## src/core/plbm_defines.vh

```
`ifndef PLBM_DEFINES_VH
`define PLBM_DEFINES_VH
// ==========================================
// bus and shifter geometry
`define PLBM_BUS_W       8
`define PLBM_SHIFT_W     32
`define PLBM_NUM_SHIFT   8
`define PLBM_BEATS_SINGLE 8'h01
`define PLBM_BEATS_MULTI  8'h20
// ==========================================
// strobe timing: half period in module clocks
`define PLBM_HALF_DIV    8'h02
// ==========================================
// function select encodings
`define PLBM_FN_WR1      2'h0
`define PLBM_FN_RD1      2'h1
`define PLBM_FN_WRM      2'h2
`define PLBM_FN_RDM      2'h3
`endif

```

## src/core/plbm_lcd_master.v

```verilog
// Contract
// 8-bit data bus, chip select, strobes, register select
// select and strobes are active low
// write data held across write strobe rise
// read data sampled at read strobe rise
// idle strobe held high during other direction
// register select low command, high data
// transaction starts with one command write beat
// dummy read beat tolerated before data
// single beat uses one shifter, one shift
// eight 32-bit shifters give 32 beats
// one function at a time, reconfigure between
// multibeat write fill loads all eight buffers
// buffer write clears flag, enabling timer
// load empties buffers, sets flag, requests refill
// timer shift clocks drive the write strobe
// compare after 32 shifts, re-enable on data
// no refill means timer stays idle
// leftover bytes go as single beats
// read timer starts right after configuration
// compare then store shifters, flag, request
// draining buffers clears flag, restarts reads
// last read burst not re-armed by drain; code re-arms reads on every drain of the last buffer
// low byte divides clock, high counts edges
// transmit low bits out, receive into high
// software drives select around the transfer
`timescale 1ns/1ps
`default_nettype none
`include "plbm_defines.vh"
module plbm_lcd_master #(
  parameter BUS_W = `PLBM_BUS_W,
  parameter NSH   = `PLBM_NUM_SHIFT,
  parameter SW    = `PLBM_SHIFT_W
) (
  // clock and reset
  input  wire                clk_in,
  input  wire                rst_n_in,
  // software control
  input  wire [1:0]          func_in,
  input  wire                cfg_go_in,
  input  wire                cs_n_ctl_in,
  input  wire                reg_select_ctl_in,
  // buffer access, one 32-bit word per shifter
  input  wire                buf_wr_in,
  input  wire [2:0]          buf_idx_in,
  input  wire [SW-1:0]       buf_wdata_in,
  input  wire                buf_rd_in,
  output reg  [SW-1:0]       buf_rdata_out,
  output reg                 flag_out,
  output reg                 dma_req_out,
  output reg                 busy_out,
  // lcd bus pins
  output reg                 cs_n_out,
  output reg                 reg_select_n_out,
  output reg                 wr_n_out,
  output reg                 rd_n_out,
  input  wire [BUS_W-1:0]    bus_data_lines_in,
  output reg  [BUS_W-1:0]    bus_data_lines_out,
  output reg                 bus_data_oe_out
);
  localparam CH = NSH*SW;
  localparam ST_IDLE = 2'h0;
  localparam ST_RUN  = 2'h1;
  localparam ST_GAP  = 2'h2;

  // ==========================================
  // pin synchroniser
  reg [BUS_W-1:0] din_s1_ff, din_s2_ff;
  always @(posedge clk_in) begin
    din_s1_ff <= bus_data_lines_in;
    din_s2_ff <= din_s1_ff;
  end

  // ==========================================
  // state
  reg [1:0]    st_ff;
  reg [1:0]    fn_ff;
  reg [CH-1:0] buf_ff;
  reg [CH-1:0] sh_ff;
  reg [NSH-1:0] full_ff;
  reg [7:0]    lo_ff;
  reg [7:0]    hi_ff;
  reg          armed_ff;

  function [7:0] beats_of;
    input [1:0] f;
    begin
      beats_of = f[1] ? `PLBM_BEATS_MULTI : `PLBM_BEATS_SINGLE; // see
    end
  endfunction

  wire is_rd   = fn_ff[0];
  wire is_multi = fn_ff[1];
  wire all_full = is_multi ? &full_ff : full_ff[0];
  wire lo_zero = (lo_ff == 8'h01);
  wire last_edge = lo_zero && (hi_ff == 8'h00) && strobe_lo;
  wire strobe_lo = is_rd ? !rd_n_out : !wr_n_out;

  integer i;
  always @(posedge clk_in) begin
    if (!rst_n_in) begin
      st_ff <= ST_IDLE;
      fn_ff <= `PLBM_FN_WR1;
      buf_ff <= {CH{1'b0}};
      sh_ff <= {CH{1'b0}};
      full_ff <= {NSH{1'b0}};
      lo_ff <= 8'h00;
      hi_ff <= 8'h00;
      armed_ff <= 1'b0;
      wr_n_out <= 1'b1;
      rd_n_out <= 1'b1;
      cs_n_out <= 1'b1;
      reg_select_n_out <= 1'b1;
      bus_data_lines_out <= {BUS_W{1'b0}};
      bus_data_oe_out <= 1'b0;
      buf_rdata_out <= {SW{1'b0}};
      flag_out <= 1'b1;
      dma_req_out <= 1'b0;
      busy_out <= 1'b0;
    end else begin
      cs_n_out <= cs_n_ctl_in;                          // see
      reg_select_n_out <= reg_select_ctl_in;            // see
      if (cfg_go_in && st_ff == ST_IDLE) begin
        fn_ff <= func_in;
        full_ff <= {NSH{1'b0}};
        armed_ff <= func_in[0];
      end
      // software / dma access to buffers
      if (buf_rd_in && is_rd) begin
        buf_rdata_out <= buf_ff[buf_idx_in*SW +: SW];
        full_ff[buf_idx_in] <= 1'b0;
        if (is_multi ? (buf_idx_in == NSH-1) : 1'b1)
          armed_ff <= 1'b1;                             // see
      end
      case (st_ff)
        ST_IDLE, ST_GAP: begin
          wr_n_out <= 1'b1;
          rd_n_out <= 1'b1;
          if (!is_rd && all_full && !busy_out) begin    // see see
            sh_ff <= buf_ff;
            full_ff <= {NSH{1'b0}};
            st_ff <= ST_RUN;
          end else if (is_rd && armed_ff && !(is_multi ? |full_ff : full_ff[0])) begin
            armed_ff <= 1'b0;
            st_ff <= ST_RUN;
          end else begin
            st_ff <= ST_IDLE;
          end
          if (st_ff != ST_RUN) begin
            lo_ff <= `PLBM_HALF_DIV;
            hi_ff <= (beats_of(fn_ff) << 1) - 8'h01;
          end
          bus_data_oe_out <= !is_rd;
        end
        ST_RUN: begin
          if (lo_zero) begin
            lo_ff <= `PLBM_HALF_DIV;
            hi_ff <= hi_ff - 8'h01;
            if (!strobe_lo) begin
              if (is_rd) rd_n_out <= 1'b0;              // see
              else wr_n_out <= 1'b0;
              if (!is_rd)
                bus_data_lines_out <= sh_ff[BUS_W-1:0]; // see
            end else begin
              wr_n_out <= 1'b1;
              rd_n_out <= 1'b1;
              if (is_rd)
                sh_ff <= {din_s2_ff, sh_ff[CH-1:BUS_W]}; // see
              else
                sh_ff <= {{BUS_W{1'b0}}, sh_ff[CH-1:BUS_W]};
            end
          end else begin
            lo_ff <= lo_ff - 8'h01;
          end
          if (last_edge) begin
            st_ff <= ST_GAP;
            if (is_rd) begin
              if (is_multi) buf_ff <= {din_s2_ff, sh_ff[CH-1:BUS_W]};
              else buf_ff[SW-1:0] <= {din_s2_ff, sh_ff[CH-1:CH-SW+BUS_W]};
              full_ff <= {NSH{1'b1}};
            end
          end
        end
        default: st_ff <= ST_IDLE;
      endcase
      // refill after load, so a write in the load cycle keeps its flag
      if (buf_wr_in && !is_rd) begin
        buf_ff[buf_idx_in*SW +: SW] <= buf_wdata_in;
        full_ff[buf_idx_in] <= 1'b1;
      end
      busy_out <= (st_ff == ST_RUN) && !last_edge;
      flag_out <= is_rd ? (is_multi ? &full_ff : full_ff[0])
                        : !(is_multi ? |full_ff : full_ff[0]);   // see
      dma_req_out <= is_multi && (is_rd ? &full_ff : ~|full_ff);
    end
  end
endmodule
`default_nettype wire

```

## config.mk

```make
export PLATFORM = sky130hd
export DESIGN_NAME = plbm_lcd_master
export DESIGN_NICKNAME = d
export VERILOG_FILES = /design/src/core/plbm_lcd_master.v
export VERILOG_INCLUDE_DIRS = /design/src /design/src/core
export SDC_FILE = /design/constraint.sdc
export NUM_CORES = 2
export LEC_CHECK = 0
export BUFFER_PORTS_ARGS = -buffer_cell sky130_fd_sc_hd__buf_2
export CAP_MARGIN = 40
export CORE_MARGIN = 4
export CORE_UTILIZATION = 45
export CTS_BUF_LIST = sky130_fd_sc_hd__clkbuf_8
export DETAILED_ROUTE_END_ITERATION = 10
export HOLD_SLACK_MARGIN = 0.06
export SETUP_SLACK_MARGIN = 0.02
export SYNTH_ARGS = -nofsm -noshare
export SYNTH_HDL_FRONTEND = slang
export SYNTH_SLANG_ARGS = --single-unit
```

## constraint.sdc

```tcl
create_clock -name clk_in -period 4.4 [get_ports clk_in]
set_input_delay 0.22 -clock clk_in [delete_from_list [all_inputs] [get_ports clk_in]]
set_output_delay 0.22 -clock clk_in [all_outputs]
set_load 0.01 [all_outputs]
```

Word level (Yosys, flattened, before mapping). Index checks and enable logic that the tools add are counted.

Flip-flop bits (word level): 605. Input port bits: 52. Logic and storage cells: 132.

Eq/ne operators: 12. Order comparisons: 2. Bitwise operators: 5. Reduce and logical (&&, ||, !) cells: 31. $add $sub $neg: 4. Shift-type cells: 3. Multiplexer cells: 55.

Operator list (count): 2-to-1 mux 256 bit (9); case mux 256 bit (2 select lines) (1); bitwise mux 256 bit (1); variable shift 32 x 34 -> 256 bit, first input constant (1); variable part select 256 x 9 -> 32 bit (1); variable part select 32 x 34 -> 256 bit (1); 2-to-1 mux 224 bit (1); 2-to-1 mux 8 bit (12); case mux 8 bit (2 select lines) (3); negation 8 -> 34 bit (1); 2-to-1 mux 32 bit (1); 2-to-1 mux 1 bit (21); subtractor 8 x 1 -> 8 bit, second input constant (2); logical AND 1 bit (12); inequality test 2 bit, second input constant (5); AND reduction 3 bit (3); AND 8 bit (1); equality test 8 x 1 -> 1 bit, second input constant (1); logical NOT 8 bit (1); NOT 8 bit (1); bitwise OR 8 bit (1); AND reduction 4 bit (2); AND reduction 8 bit (1); OR reduction 8 bit (1); 19 further kinds (28).

Logic depth before layout (Yosys ltp).
Depth in word-level cells: 13. Gate-level depth with buffers: 12. Mapped depth without buffers: 8.

Least setup slack after synthesis. No wires, ideal clock.

Path kind: in2reg. Start point: input buf_idx_in[1]. End point: register buf_ff[183]. Stages: 9. Arrival time: 2.769 ns. Slack: 1.535 ns. Path buffers: 3. Cells stage by stage: clkbuf_1 -> clkbuf_1 -> clkinv_1 -> ha_1 -> ha_1 -> nor3_1 -> nand2_1 -> clkbuf_1 -> a221oi_1.

Cells in the longest elaborated chain, start to end: 4. Elaborated cells between the ends (all ways): 5.

Ends and longest elaborated chain: from (decl) (RTL line plbm_lcd_master.v:45) `input wire [2:0] buf_idx_in,`; negation 8 -> 34 bit * (RTL line plbm_lcd_master.v:188) `buf_ff[buf_idx_in*SW +: SW] <= buf_wdata_in;`; variable part select 32 x 34 -> 256 bit or variable shift 32 x 34 -> 256 bit (tied branches) (RTL line plbm_lcd_master.v:188); bitwise mux 256 bit * (RTL line plbm_lcd_master.v:188); 2-to-1 mux 256 bit * (RTL line plbm_lcd_master.v:187) `if (buf_wr_in && !is_rd) begin`; to (signal assigned) (RTL line plbm_lcd_master.v:178) `if (is_multi) buf_ff <= {din_s2_ff, sh_ff[CH-1:BUS_W]};`; to (signal, indexed assignment) (RTL line plbm_lcd_master.v:179) `else buf_ff[SW-1:0] <= {din_s2_ff, sh_ff[CH-1:CH-SW+BUS_W]};`; to (signal, indexed assignment) (RTL line plbm_lcd_master.v:188); to (decl) (RTL line plbm_lcd_master.v:78) `reg [CH-1:0] buf_ff;`.

Mark *: on every way between the ends. The rest lies on a longest branch, timed or not. A chain may end at the register's enable or synchronous reset.

Worst setup path in the final report.
Start point: register st_ff[0]. End point: register buf_ff[56].

Cells in the longest elaborated chain, start to end: 5.

Ends and longest elaborated chain: from (decl) (RTL line plbm_lcd_master.v:76) `reg [1:0] st_ff;`; from (signal assigned) (RTL line plbm_lcd_master.v:102) `st_ff <= ST_IDLE;`; from (signal assigned) (RTL line plbm_lcd_master.v:142) `st_ff <= ST_RUN;`; from (signal assigned) (RTL line plbm_lcd_master.v:145) `st_ff <= ST_RUN;`; equality test 2 x 1 -> 1 bit * (RTL line plbm_lcd_master.v:135) `case (st_ff)`; 2-to-1 mux 256 bit * (RTL line plbm_lcd_master.v:135); 2-to-1 mux 256 bit * (RTL line plbm_lcd_master.v:101) `if (!rst_n_in) begin`; bitwise mux 256 bit (RTL line plbm_lcd_master.v:188); 2-to-1 mux 256 bit * (RTL line plbm_lcd_master.v:187); to (signal assigned) (RTL line plbm_lcd_master.v:104) `buf_ff <= {CH{1'b0}};`; to (signal, indexed assignment) (RTL line plbm_lcd_master.v:179); to (signal, indexed assignment) (RTL line plbm_lcd_master.v:188).

Mark *: on every way between the ends. The rest lies on a longest branch, timed or not. The select of a mux whose other input is x is not followed.

==> impl_metrics.csv <==
group,metric,value,unit
drt,drc,0,
hold_path,min_to,"din_s1_ff[1]$_DFF_P_",
cells_and_area,nFillCells,6130,
cells_and_area,final_common_cell,"nand2_1",
clocking,htree_num_levels,3,
sta,setup_violations,0,
cells_and_area,syn_to_final_growth,11.2,%
drt,vias_per_cell,6.64,
grt,grt_max_degree,171,
worst_setup_path,critical_path_arrival,3980,ps
yosys,syn_area_per_cell,8.05,um^2
yosys,ys_seq_elements,605,
cells_and_area,final_cell_mix,"1007 x nand2_1, 604 x dfxtp_1, 289 x o21ai_0",
place,dp_hpwl,73.6,mm
worst_setup_path,cp_top_family,"flip-flops",
floorplan,dieArea,0.0686,mm^2
place,io_buffers,99,
worst_setup_path,crit_path_top_delay_cell,"dfxtp_1",
grt,antenna_found_initial,12,
worst_setup_path,crit_buf_inv,2,
pwr,powerDensity,374,mW/mm^2
sta,hold_viol,0,
worst_setup_path,r2r-end,"buf_ff[56]$_SDFF_PN0_",
drt,drt_iter0_drc,4058,
yosys,yosysSeqAreaShare,41.8,%
floorplan,io_pins,100,
hold_path,holdPathStages,2,
sta,tns,0,ps
drt,wl_per_cell,27.3,um
job,max_cap_viol_count,0,
worst_setup_path,worstRegToRegCells,7,
worst_setup_path,worstReg2RegStart,"st_ff[0]$_SDFFE_PN0N_",
clocking,cts_tree,"yes",
worst_setup_path,r2r_slack,1030,ps
clocking,cts.path.max_buffers,3,
sta,slew_headroom,18.9,%
sta,slew_violations,0,
clocking,cts_made_buffers,105,
yosys,yosys.cell_types.count,64,
sta,hold_slack,121,ps
sta,min_period,3370,ps
cells_and_area,fin_util,50.8,%
run_status,status,"finished clean",
worst_setup_path,cp-start-kind,"flip-flop",
yosys,synthFlopType,"dfxtp_1",
grt,overflow,0,
worst_setup_path,worst_ep_required_time,5010,ps
clocking,cts_sinks,605,
drt,ant_nets,0,
yosys,ys_warn_count,0,
cells_and_area,nNetsFinal,3629,
yosys,syn-cell-area,0.0290,mm^2
hold_path,hold_class,"primary input to flip-flop",
floorplan,core,0.0634,mm^2
floorplan,start_util,45.7,%
sta,fmax,0.297,GHz
worst_setup_path,slowest_delay,800,ps
grt,grt_usage,34.5,%
drt,dr_total_vias,29800,
pwr,ir_worst_vdd,0.194,mV
cells_and_area,stdcell_count,4489,
worst_setup_path,worst-path-stages,7,
floorplan,die_h,262,um
worst_setup_path,path_cells,"nor4bb_1 -> and2_2 -> buf_4 -> nand3_4 -> buf_12 -> mux2i_1 -> a221oi_1",
cells_and_area,multi_input_area,0.0151,mm^2
worst_setup_path,worst-setup-path-type,"flip-flop to flip-flop",
floorplan,die_w,262,um
sta,fin_crit_sh,76.6,%
yosys,syn_inst,3600,
worst_setup_path,startpoint,"st_ff[0]$_SDFFE_PN0N_",
grt,grt_pass1_vias,27900,
worst_setup_path,end_kind,"flip-flop",
cells_and_area,ff_latch_area,0.0121,mm^2
clocking,clock_latency,740,ps
grt,grt_pass1_wl,181,mm
sta,rsz0062_at_grt,"false",
place,dpl.cell_count,4261,
floorplan,rows,92,
place,gp_congestion,0.891,
drt,drt_wl_total,122,mm
cells_and_area,drive_above_1_share,10.8,%
yosys,synth_edf_count,0,
worst_setup_path,cp_max_fo,123,
yosys,syn-num-nets,3661,
sta,fin_skew,46.5,ps
clocking,cts_root_buf,"clkbuf_8",
pwr,power_leakage,0.0111,uW
yosys,async_flop_share,0,%
clocking,clk_pin_slew_worst_paths,60,ps
hold_path,worstHoldStart,"bus_data_lines_in[1]",
drt,dr.pass1.iters,6,
sta,worst_pin_slew,1220,ps
cells by family after synthesis:
logic type | Yosys count | synth area share, %
fa+ha+maj | 9 | 0.388
compound gates | 935 | 22.4
mux | 210 | 7.82
buf+inv | 389 | 6.60
simple gates | 1448 | 20.9
flops | 605 | 41.8
xor+xnor | 4 | 0.121
metal layers:
metal / global-route usage, % / vias up / wire length (um)
li1: - / 13000 / -
met1: 46.0 / 14300 / 47900
met2: 51.0 / 2052 / 51800
met3: 8.04 / 457 / 14200
met4: 20.1 / 6 / 8450
met5: 0 / - / 45
synth_stat cells (54+ instances only):
library cell	count	area, um^2
a21oi_1	54	270
a221oi_1	96	841
a311oi_1	252	2210
a31oi_1	138	863
buf_2	62	310
clkbuf_1	246	923
dfxtp_1	605	12100
mux2i_1	176	1760
nand2_1	1007	3780
nor2_1	55	206
nor3_1	273	1370
o21ai_0	290	1450
stage by stage:
step	total power (uW)	cell area, um^2	setup WS [ps]
6_report	12100	32200	1030
5_1_grt	12400	32200	1000
4_1_cts	12000	32200	1310
3_5_place_dp	7120	29800	1250
3_3_place_gp	7100	29700	1300
2_1_floorplan	6570	29000	1540
cell type report:
cell class,instances,share of cell area [%]
multi-input combinational,2606,46.7
sequential,605,37.6
timing repair buffer,241,6.23
clock buffer,124,5.29
tap,846,3.28
clock inverter,54,0.768
inverter,9,0.128
antenna,4,0.0310
timing repair:
item,in CTS,in global routing
setup buffers,0,0
hold buffers,46,0
gates resized for setup,0,0
hold endpoints to repair,201,0
report_power, final:
part	internal [uW]	switching, uW	total (uW)	leakage [uW]
combinational	392	896	1290	0.00501
clock	2580	2370	4950	0.00117
sequential	5650	173	5820	0.00490
registers in the layout (all words and copies together), names as in the netlist, 2 cells and up:
signal and cells:
din_s2_ff 8, st_ff 2, sh_ff 256, bus_data_lines_out 8, hi_ff 8, full_ff 8, buf_ff 256, din_s1_ff 8
fn_ff 2, buf_rdata_out 32, lo_ff 8
how the worst max path moves through the flow:
stage / endpoint / slack [ps]
2_1_floorplan: buf_ff[183]$_SDFF_PN0_ / 1540
3_3_place_gp: buf_ff[120]$_SDFF_PN0_ / 1300
3_5_place_dp: buf_ff[119]$_SDFF_PN0_ / 1250
4_1_cts: buf_ff[56]$_SDFF_PN0_ / 1310
5_1_grt: buf_ff[100]$_SDFF_PN0_ / 1000
6_report: buf_ff[56]$_SDFF_PN0_ / 1030
Note: power is estimated with default switching activity, not from simulation.
